### src/hw/uoes_pkg.sv
// Package: register offsets, field positions and sizes for the OUT endpoint status block
package uoes_pkg;
	// Register widths and count slot number
	localparam int DATA_W = 8;
	localparam int ADDR_W = 3;
	localparam int CNT_W = 10;
	localparam int SLOTS = 2;
	// Register indexes on the plain register port
	localparam logic [2:0] REG_CTRL_LO = 3'h0;
	localparam logic [2:0] REG_CTRL_HI = 3'h1;
	localparam logic [2:0] REG_CNT_LO = 3'h2;
	localparam logic [2:0] REG_CNT_HI = 3'h3;
	localparam logic [2:0] REG_IRQ_STAT = 3'h4;
	localparam logic [2:0] REG_IRQ_MASK = 3'h5;
	// Control low byte fields
	localparam int BIT_PKT_RDY = 0;
	localparam int BIT_FIFO_FULL = 1;
	localparam int BIT_OVERRUN = 2;
	localparam int BIT_DATA_ERR = 3;
	localparam int BIT_FLUSH = 4;
	// Control high byte fields
	localparam int BIT_ISO = 6;
	localparam int BIT_DBL_BUF = 7;
	// Interrupt status fields
	localparam int IRQ_PKT = 0;
	localparam int IRQ_OVR = 1;
	localparam int IRQ_ERR = 2;
	localparam int IRQ_W = 3;
	// Count high byte width
	localparam int CNT_HI_W = 2;
	// Reset values and packet occupancy levels
	localparam logic [7:0] RST_BYTE = 8'h00;
	localparam logic [9:0] RST_CNT = 10'h000;
	localparam logic [1:0] RST_OCC = 2'h0;
	localparam logic [1:0] ONE_PKT = 2'h1;
	localparam logic [1:0] TWO_PKT = 2'h2;
endpackage

### src/hw/uoes_occupancy.sv
// Packet occupancy counter and full detection for the OUT FIFO
`timescale 1ns/10ps
module uoes_occupancy (
	// Clock and reset
	input wire logic clk,
	input wire logic reset,
	input wire logic clk_en,
	// Control
	input wire logic double_buffer_enable,
	input wire logic push,
	input wire logic pop,
	// Status
	output logic [1:0] occ,
	output logic full
);
	logic [1:0] occ_ff;
	logic [1:0] nxt_occ;

	// Next occupancy: pop and push may meet in one cycle
	always_comb begin
		nxt_occ = occ_ff;
		if (push && !pop) begin
			nxt_occ = occ_ff + uoes_pkg::ONE_PKT;
		end else if (pop && !push && occ_ff != uoes_pkg::RST_OCC) begin
			nxt_occ = occ_ff - uoes_pkg::ONE_PKT;
		end
	end

	// Occupancy register
	always_ff @(posedge clk or posedge reset) begin
		if (reset) begin
			occ_ff <= uoes_pkg::RST_OCC;
		end else if (clk_en) begin
			occ_ff <= nxt_occ;
		end
	end

	assign occ = occ_ff;
	// Full at two packets when double buffered, else at one
	assign full = double_buffer_enable ? (occ_ff >= uoes_pkg::TWO_PKT)
		: (occ_ff >= uoes_pkg::ONE_PKT);
endmodule

### src/hw/uoes_top.sv
// OUT endpoint status flags, counts and register port
// Operation
// - CRC or bit-stuff error on a received OUT packet sets data error flag, bit 3.
// - Data error clears when software clears the packet ready flag.
// - Data error is only meaningful in isochronous mode.
// - Packet arriving while FIFO full sets overrun flag, bit 2.
// - Overrun valid in iso mode, sticky until software clears, else zero.
// - Double buffered: FIFO full reported in bit 1 once two packets held.
// - Single buffered: FIFO full as soon as one packet held.
// - FIFO full bit reads one when full, zero otherwise.
// - Packet ready flag, bit 0, sets once a packet sits in the FIFO.
// - Flush resets FIFO pointer, clears packet ready, drops next packet; the code keeps packet ready set when the flush leaves one of two packets held.
// - Ten-bit byte count of last packet, valid while packet ready set; count read is of the packet next to be unloaded, the older of two held.
//
// Added by the designer: the address-and-strobe port and the address map.
`timescale 1ns/10ps
module uoes_top (
	// Clock and reset
	input wire logic clk,
	input wire logic reset,
	input wire logic clk_en,
	// Packet engine side
	input wire logic rx_pkt_done,
	input wire logic rx_pkt_bad,
	input wire logic [9:0] rx_byte_count,
	// Register port
	input wire logic [2:0] reg_addr,
	input wire logic [7:0] reg_wdata,
	input wire logic reg_wr,
	input wire logic reg_rd,
	output logic [7:0] reg_rdata,
	// Status outputs
	output logic out_packet_ready_flag,
	output logic out_fifo_full_flag,
	output logic rx_overrun_flag,
	output logic rx_data_error_flag,
	output logic fifo_ptr_reset,
	output logic irq
);
	////////////////////////////////////////////////////////////////////////////////
	// Declarations
	logic pkt_rdy_ff;
	logic full_ff;
	logic ovr_ff;
	logic err_ff;
	logic ptr_rst_ff;
	logic irq_ff;
	logic iso_ff;
	logic dbl_ff;
	logic [7:0] rdata_ff;
	logic [9:0] cnt_ff [uoes_pkg::SLOTS];
	logic rd_slot_ff;
	logic wr_slot_ff;
	logic [2:0] irq_stat_ff;
	logic [2:0] irq_mask_ff;
	logic [1:0] occ;
	logic full_now;
	logic wr_lo;
	logic wr_hi;
	logic sw_clr_rdy;
	logic flush_req;
	logic pop;
	logic store;
	logic lost;
	logic [2:0] irq_evt;
	logic [7:0] nxt_rdata;
	logic [9:0] cur_cnt;

	////////////////////////////////////////////////////////////////////////////////
	// Decode
	assign wr_lo = reg_wr && reg_addr == uoes_pkg::REG_CTRL_LO;
	assign wr_hi = reg_wr && reg_addr == uoes_pkg::REG_CTRL_HI;
	// Firmware clears packet ready by writing zero to bit 0
	assign sw_clr_rdy = wr_lo && !reg_wdata[uoes_pkg::BIT_PKT_RDY] && pkt_rdy_ff;
	assign flush_req = wr_lo && reg_wdata[uoes_pkg::BIT_FLUSH] && pkt_rdy_ff;
	assign pop = sw_clr_rdy || flush_req;
	// A packet is stored only when room exists, otherwise it is lost
	assign store = rx_pkt_done && !full_now;
	assign lost = rx_pkt_done && full_now;
	assign cur_cnt = cnt_ff[rd_slot_ff];

	////////////////////////////////////////////////////////////////////////////////
	// Occupancy
	uoes_occupancy u_occ (
		.clk(clk),
		.reset(reset),
		.clk_en(clk_en),
		.double_buffer_enable(dbl_ff),
		.push(store),
		.pop(pop),
		.occ(occ),
		.full(full_now)
	);

	////////////////////////////////////////////////////////////////////////////////
	// Configuration: double buffer enable and isochronous select
	always_ff @(posedge clk or posedge reset) begin
		if (reset) begin
			dbl_ff <= 1'b0;
			iso_ff <= 1'b0;
		end else if (clk_en && wr_hi) begin
			dbl_ff <= reg_wdata[uoes_pkg::BIT_DBL_BUF];
			iso_ff <= reg_wdata[uoes_pkg::BIT_ISO];
		end
	end

	// Packet ready: set while any packet held, re-evaluated after pop
	always_ff @(posedge clk or posedge reset) begin
		if (reset) begin
			pkt_rdy_ff <= 1'b0;
		end else if (clk_en) begin
			if (store) begin
				pkt_rdy_ff <= 1'b1;
			end else if (pop) begin
				pkt_rdy_ff <= (occ == uoes_pkg::TWO_PKT);
			end
		end
	end

	// Full flag mirrors occupancy one cycle later
	always_ff @(posedge clk or posedge reset) begin
		if (reset) begin
			full_ff <= 1'b0;
		end else if (clk_en) begin
			full_ff <= full_now;
		end
	end

	// Overrun: sticky in iso mode, set wins over software clear
	always_ff @(posedge clk or posedge reset) begin
		if (reset) begin
			ovr_ff <= 1'b0;
		end else if (clk_en) begin
			if (lost && iso_ff) begin
				ovr_ff <= 1'b1;
			end else if (wr_lo && !reg_wdata[uoes_pkg::BIT_OVERRUN]) begin
				ovr_ff <= 1'b0;
			end
		end
	end

	// Data error: set by bad stored packet in iso mode, cleared with packet ready
	always_ff @(posedge clk or posedge reset) begin
		if (reset) begin
			err_ff <= 1'b0;
		end else if (clk_en) begin
			if (store && rx_pkt_bad && iso_ff) begin
				err_ff <= 1'b1;
			end else if (pop) begin
				err_ff <= 1'b0;
			end
		end
	end

	// Byte count slots, written at store and read at the unload slot
	always_ff @(posedge clk or posedge reset) begin
		if (reset) begin
			wr_slot_ff <= 1'b0;
			rd_slot_ff <= 1'b0;
		end else if (clk_en) begin
			if (store && dbl_ff) begin
				wr_slot_ff <= !wr_slot_ff;
			end
			if (pop && dbl_ff) begin
				rd_slot_ff <= !rd_slot_ff;
			end
		end
	end

	generate
		for (genvar s = 0; s < uoes_pkg::SLOTS; s++) begin : g_cnt
			// Count storage for one packet slot
			always_ff @(posedge clk or posedge reset) begin
				if (reset) begin
					cnt_ff[s] <= uoes_pkg::RST_CNT;
				end else if (clk_en && store && wr_slot_ff == 1'(s)) begin
					cnt_ff[s] <= rx_byte_count;
				end
			end
		end
	endgenerate

	// Pointer reset pulse toward the FIFO storage on flush
	always_ff @(posedge clk or posedge reset) begin
		if (reset) begin
			ptr_rst_ff <= 1'b0;
		end else if (clk_en) begin
			ptr_rst_ff <= flush_req;
		end
	end

	////////////////////////////////////////////////////////////////////////////////
	// Interrupts: sticky events, write one to clear, set wins
	assign irq_evt[uoes_pkg::IRQ_PKT] = store;
	assign irq_evt[uoes_pkg::IRQ_OVR] = lost && iso_ff;
	assign irq_evt[uoes_pkg::IRQ_ERR] = store && rx_pkt_bad && iso_ff;

	always_ff @(posedge clk or posedge reset) begin
		if (reset) begin
			irq_stat_ff <= 3'h0;
		end else if (clk_en) begin
			if (reg_wr && reg_addr == uoes_pkg::REG_IRQ_STAT) begin
				irq_stat_ff <= (irq_stat_ff & ~reg_wdata[uoes_pkg::IRQ_W-1:0]) | irq_evt;
			end else begin
				irq_stat_ff <= irq_stat_ff | irq_evt;
			end
		end
	end

	// Mask register
	always_ff @(posedge clk or posedge reset) begin
		if (reset) begin
			irq_mask_ff <= 3'h0;
		end else if (clk_en && reg_wr && reg_addr == uoes_pkg::REG_IRQ_MASK) begin
			irq_mask_ff <= reg_wdata[uoes_pkg::IRQ_W-1:0];
		end
	end

	// Level interrupt output
	always_ff @(posedge clk or posedge reset) begin
		if (reset) begin
			irq_ff <= 1'b0;
		end else if (clk_en) begin
			irq_ff <= |(irq_stat_ff & irq_mask_ff);
		end
	end

	////////////////////////////////////////////////////////////////////////////////
	// Read mux; flush bit reads zero since the flush completes at once
	always_comb begin
		nxt_rdata = uoes_pkg::RST_BYTE;
		case (reg_addr)
			uoes_pkg::REG_CTRL_LO: begin
				nxt_rdata[uoes_pkg::BIT_PKT_RDY] = pkt_rdy_ff;
				nxt_rdata[uoes_pkg::BIT_FIFO_FULL] = full_ff;
				nxt_rdata[uoes_pkg::BIT_OVERRUN] = ovr_ff;
				nxt_rdata[uoes_pkg::BIT_DATA_ERR] = err_ff;
			end
			uoes_pkg::REG_CTRL_HI: begin
				nxt_rdata[uoes_pkg::BIT_DBL_BUF] = dbl_ff;
				nxt_rdata[uoes_pkg::BIT_ISO] = iso_ff;
			end
			uoes_pkg::REG_CNT_LO: begin
				nxt_rdata = cur_cnt[7:0];
			end
			uoes_pkg::REG_CNT_HI: begin
				nxt_rdata[uoes_pkg::CNT_HI_W-1:0] = cur_cnt[9:8];
			end
			uoes_pkg::REG_IRQ_STAT: begin
				nxt_rdata[uoes_pkg::IRQ_W-1:0] = irq_stat_ff;
			end
			uoes_pkg::REG_IRQ_MASK: begin
				nxt_rdata[uoes_pkg::IRQ_W-1:0] = irq_mask_ff;
			end
			default: begin
				nxt_rdata = uoes_pkg::RST_BYTE;
			end
		endcase
	end

	// Read data register, valid the cycle after the strobe only
	always_ff @(posedge clk or posedge reset) begin
		if (reset) begin
			rdata_ff <= uoes_pkg::RST_BYTE;
		end else if (clk_en) begin
			rdata_ff <= reg_rd ? nxt_rdata : uoes_pkg::RST_BYTE;
		end
	end

	////////////////////////////////////////////////////////////////////////////////
	// Outputs
	assign reg_rdata = rdata_ff;
	assign out_packet_ready_flag = pkt_rdy_ff;
	assign out_fifo_full_flag = full_ff;
	assign rx_overrun_flag = ovr_ff;
	assign rx_data_error_flag = err_ff;
	assign fifo_ptr_reset = ptr_rst_ff;
	assign irq = irq_ff;
endmodule

### config.mk
export PLATFORM = sky130hd
export DESIGN_NAME = uoes_top
export DESIGN_NICKNAME = d
export VERILOG_FILES = /design/src/hw/uoes_pkg.sv /design/src/hw/uoes_occupancy.sv /design/src/hw/uoes_top.sv
export SDC_FILE = /design/constraint.sdc
export NUM_CORES = 1
export LEC_CHECK = 0
export ABC_AREA = 0
export ABC_CLOCK_PERIOD_IN_PS = 2500
export BUFFER_PORTS_ARGS = -buffer_cell sky130_fd_sc_hd__buf_2
export CAP_MARGIN = 40
export CORE_MARGIN = 3
export CORE_UTILIZATION = 50
export DETAILED_ROUTE_END_ITERATION = 10
export HOLD_SLACK_MARGIN = 0.06
export PLACE_DENSITY = 0.8
export SYNTH_ARGS = -nofsm -noshare
export SYNTH_HDL_FRONTEND = slang
export SYNTH_SLANG_ARGS = --single-unit
### constraint.sdc
create_clock -name clk -period 2.5 [get_ports clk]
set_input_delay 0.5 -clock clk [delete_from_list [all_inputs] [get_ports clk]]
set_output_delay 0.5 -clock clk [all_outputs]
set_load 0.02 [all_outputs]
==> flow_metrics.tcl <==
set metrics [dict create \
    status "finished, final reports clean" \
    rsz0062_at_grt "no" \
    synth_area_leaders "dfrtp_1 50%, mux2_2 7.4%, mux2_4 6.6%" \
    yosys.area.top_type "dfrtp_1" \
    cp.arrival_ns 2.31 \
    die_w_um 73.5 \
    cts_setup_buffers 0 \
    netlist_area_um2 2280 \
    setup.worst_path.end "cnt_ff[18]$_DFFE_PP0P_" \
    clock_latency_ns 0.30 \
    ir_worst_vdd_mv 0.575 \
    clock_path_buffers 2 \
    reg2reg_setup_slack_ns 0.37 \
    grt_max_degree 47 \
    clk_pin_slew_ns 0.09 \
    setup.worst_path.end_class "flip-flop" \
    regArea_um2 1150 \
    grt_pass1_vias 1718 \
    power_density_nw_per_um2 1030 \
    start_util 0.543 \
    layout_min_cycle_time_ns 2.13 \
    start_kind "flip-flop" \
    ys_ff_latch 46 \
    final_core_util 0.626 \
    synth_area_per_cell_um2 11.8 \
    via_per_inst 5.66 \
    yosysUniqueCellTypes 40 \
    drv_slew 0 \
    globalRouteOverflowTotal 0 \
    grt_use_total 0.195 \
    finalPower_mw 2.71 \
    hp-class "in -> async" \
    num_antenna_cells 0 \
    clock-sinks 46 \
    grt_first_pass_wirelength_um 8030 \
    area_growth_pct 15.4 \
    reg2reg_to "cnt_ff[18]$_DFFE_PP0P_" \
    yosysTopAreaCellShare 0.505 \
    rows 23 \
    max_freq_mhz 470 \
    crit_start "u_occ.occ[1]$_DFFE_PP0P_" \
    wl_um 4680 \
    multi_input_area_um2 1040 \
    path_max_fanout 10 \
    hpwl_um 3370 \
    cp_data_required_time_ns 2.68 \
    relSlewSlack 0.577 \
    die_area_um2 5410 \
    critPathKind "reg -> reg" \
    final_common_cell "dfrtp_1" \
    antenna_found_initial 0 \
    fillCellCount 340 \
    worst_slew_pin_slew_ns 0.634 \
    final.period_utilization 0.851 \
    gp_congestion 0.802 \
    cap_violations 0 \
    yosysWarnings 0 \
    routedWlPerCell_um 16.4 \
    mostFrequentLayoutCells "46 x dfrtp_1, 39 x buf_2, 20 x nand2_1" \
    ff2ff_path_depth 5 \
    root_buffer "clkbuf_8" \
    synthCells 194 \
    yosysSeqAreaShare 0.505 \
    ioPinCount 42 \
    core_um2 4200 \
    holdBufCountCts 0 \
    p_leak_nw 1.24 \
    htree_levels 2 \
    firstDrtPassIters 4 \
    timing.setup.tns_ns 0 \
    syn_nets 225 \
    vias 1619 \
    ant_nets 0 \
    fin_nets 266 \
    numCtsBuffers 5 \
    cts_tree "yes" \
    post-place-cells 278 \
    drt_iter0_drc 77 \
    drive_above_1_share 0.360 \
    drc 0 \
    layout.cells.non_filler 286 \
    finClkSkew_ns 0.00827 \
    hold_viol_final 0 \
    cts.repair.resized 0 \
    fp.dieH_um 73.5 \
    final-setup-viol-count 0 \
    reg2reg_from "u_occ.occ[1]$_DFFE_PP0P_" \
    io_buffers 39 \
]
critical path, stage by stage, from the launching register on:
cell	delay (ns)
dfrtp_1	0.46
ha_1	0.25
o31ai_4	0.43
nand3_2	0.18
nor2_4	0.30
mux2_2	0.39
through the flow:
stage / hold WS, ns / cell area, µm² / worst slack [ns]
floorplan: 0.446 / 2280 / 0.605
global placement: 0.464 / 2520 / 0.402
detailed placement: 0.465 / 2520 / 0.368
CTS: 0.346 / 2630 / 0.354
global route: 0.371 / 2630 / 0.221
finish: 0.323 / 2630 / 0.373
routing by layer:
layer	track usage	wire length, µm	part of all wire
met5	0	0	0
met2	0.295	2190	0.47
met1	0.269	2130	0.46
met3	0.0534	267	0.057
met4	0.0704	91	0.019
flip-flops by register name, summed over array words and instances, names as in the netlist, 2 cells and up:
register,count
cnt_ff,20
irq_stat_ff,3
irq_mask_ff,3
reg_rdata,8
u_occ.occ,2
cells in the mapped netlist, drive strengths merged:
cell type,count
inv,15
xor2,1
a211oi,3
nor2b,1
and3,4
buf,5
o211ai,3
a222oi,1
xnor2,2
nand2,21
nor3b,2
mux2,25
ha,3
o22ai,9
o31ai,1
nor3,1
a21oi,2
o21ai,8
o2bb2ai,1
mux2i,14
o221ai,3
nor2,5
or3,1
clkbuf,2
or2b,1
or2,1
dfrtp,46
nand4b,1
nand3,6
nand2b,3
nand4,3
report_power, final:
| part | leakage [nW] | internal, mW | switching, mW |
|---|---|---|---|
| Combinational | 0.627 | 0.495 | 0.395 |
| Sequential | 0.559 | 1.02 | 0.250 |
| Clock | 0.0504 | 0.297 | 0.255 |
area by class of cell:
cell class | count | share of cell area
Inverter | 15 | 0.0214
Timing Repair Buffer | 41 | 0.0799
Clock buffer | 5 | 0.0262
Sequential cell | 46 | 0.437
Clock inverter | 3 | 0.0171
Tap cell | 50 | 0.0238
Multi-Input combinational cell | 126 | 0.394
cell families (layout without fill, tap and decap cells):
family,after synthesis,count (layout),share of synthesized area
AOI/OAI and AO/OA,31,31,0.0976
xor gates and xnor gates,3,3,0.0115
adders and majority gates,3,3,0.0165
buffers and inverters,22,64,0.0406
DFF,46,46,0.505
muxes,39,39,0.201
and+or+nand+nor,50,50,0.128
how the worst min path moves through the flow:
stage / from / endpoint / depth (start not counted)
after floorplan: u_occ.occ[0]$_DFFE_PP0P_ / u_occ.occ[0]$_DFFE_PP0P_ / 1
after global placement: u_occ.occ[0]$_DFFE_PP0P_ / u_occ.occ[0]$_DFFE_PP0P_ / 1
after detailed placement: u_occ.occ[0]$_DFFE_PP0P_ / u_occ.occ[0]$_DFFE_PP0P_ / 1
after CTS: reset / cnt_ff[14]$_DFFE_PP0P_ / 3
after global routing: reset / cnt_ff[14]$_DFFE_PP0P_ / 3
final: reset / cnt_ff[17]$_DFFE_PP0P_ / 3
(Power assumes the default switching activity.)
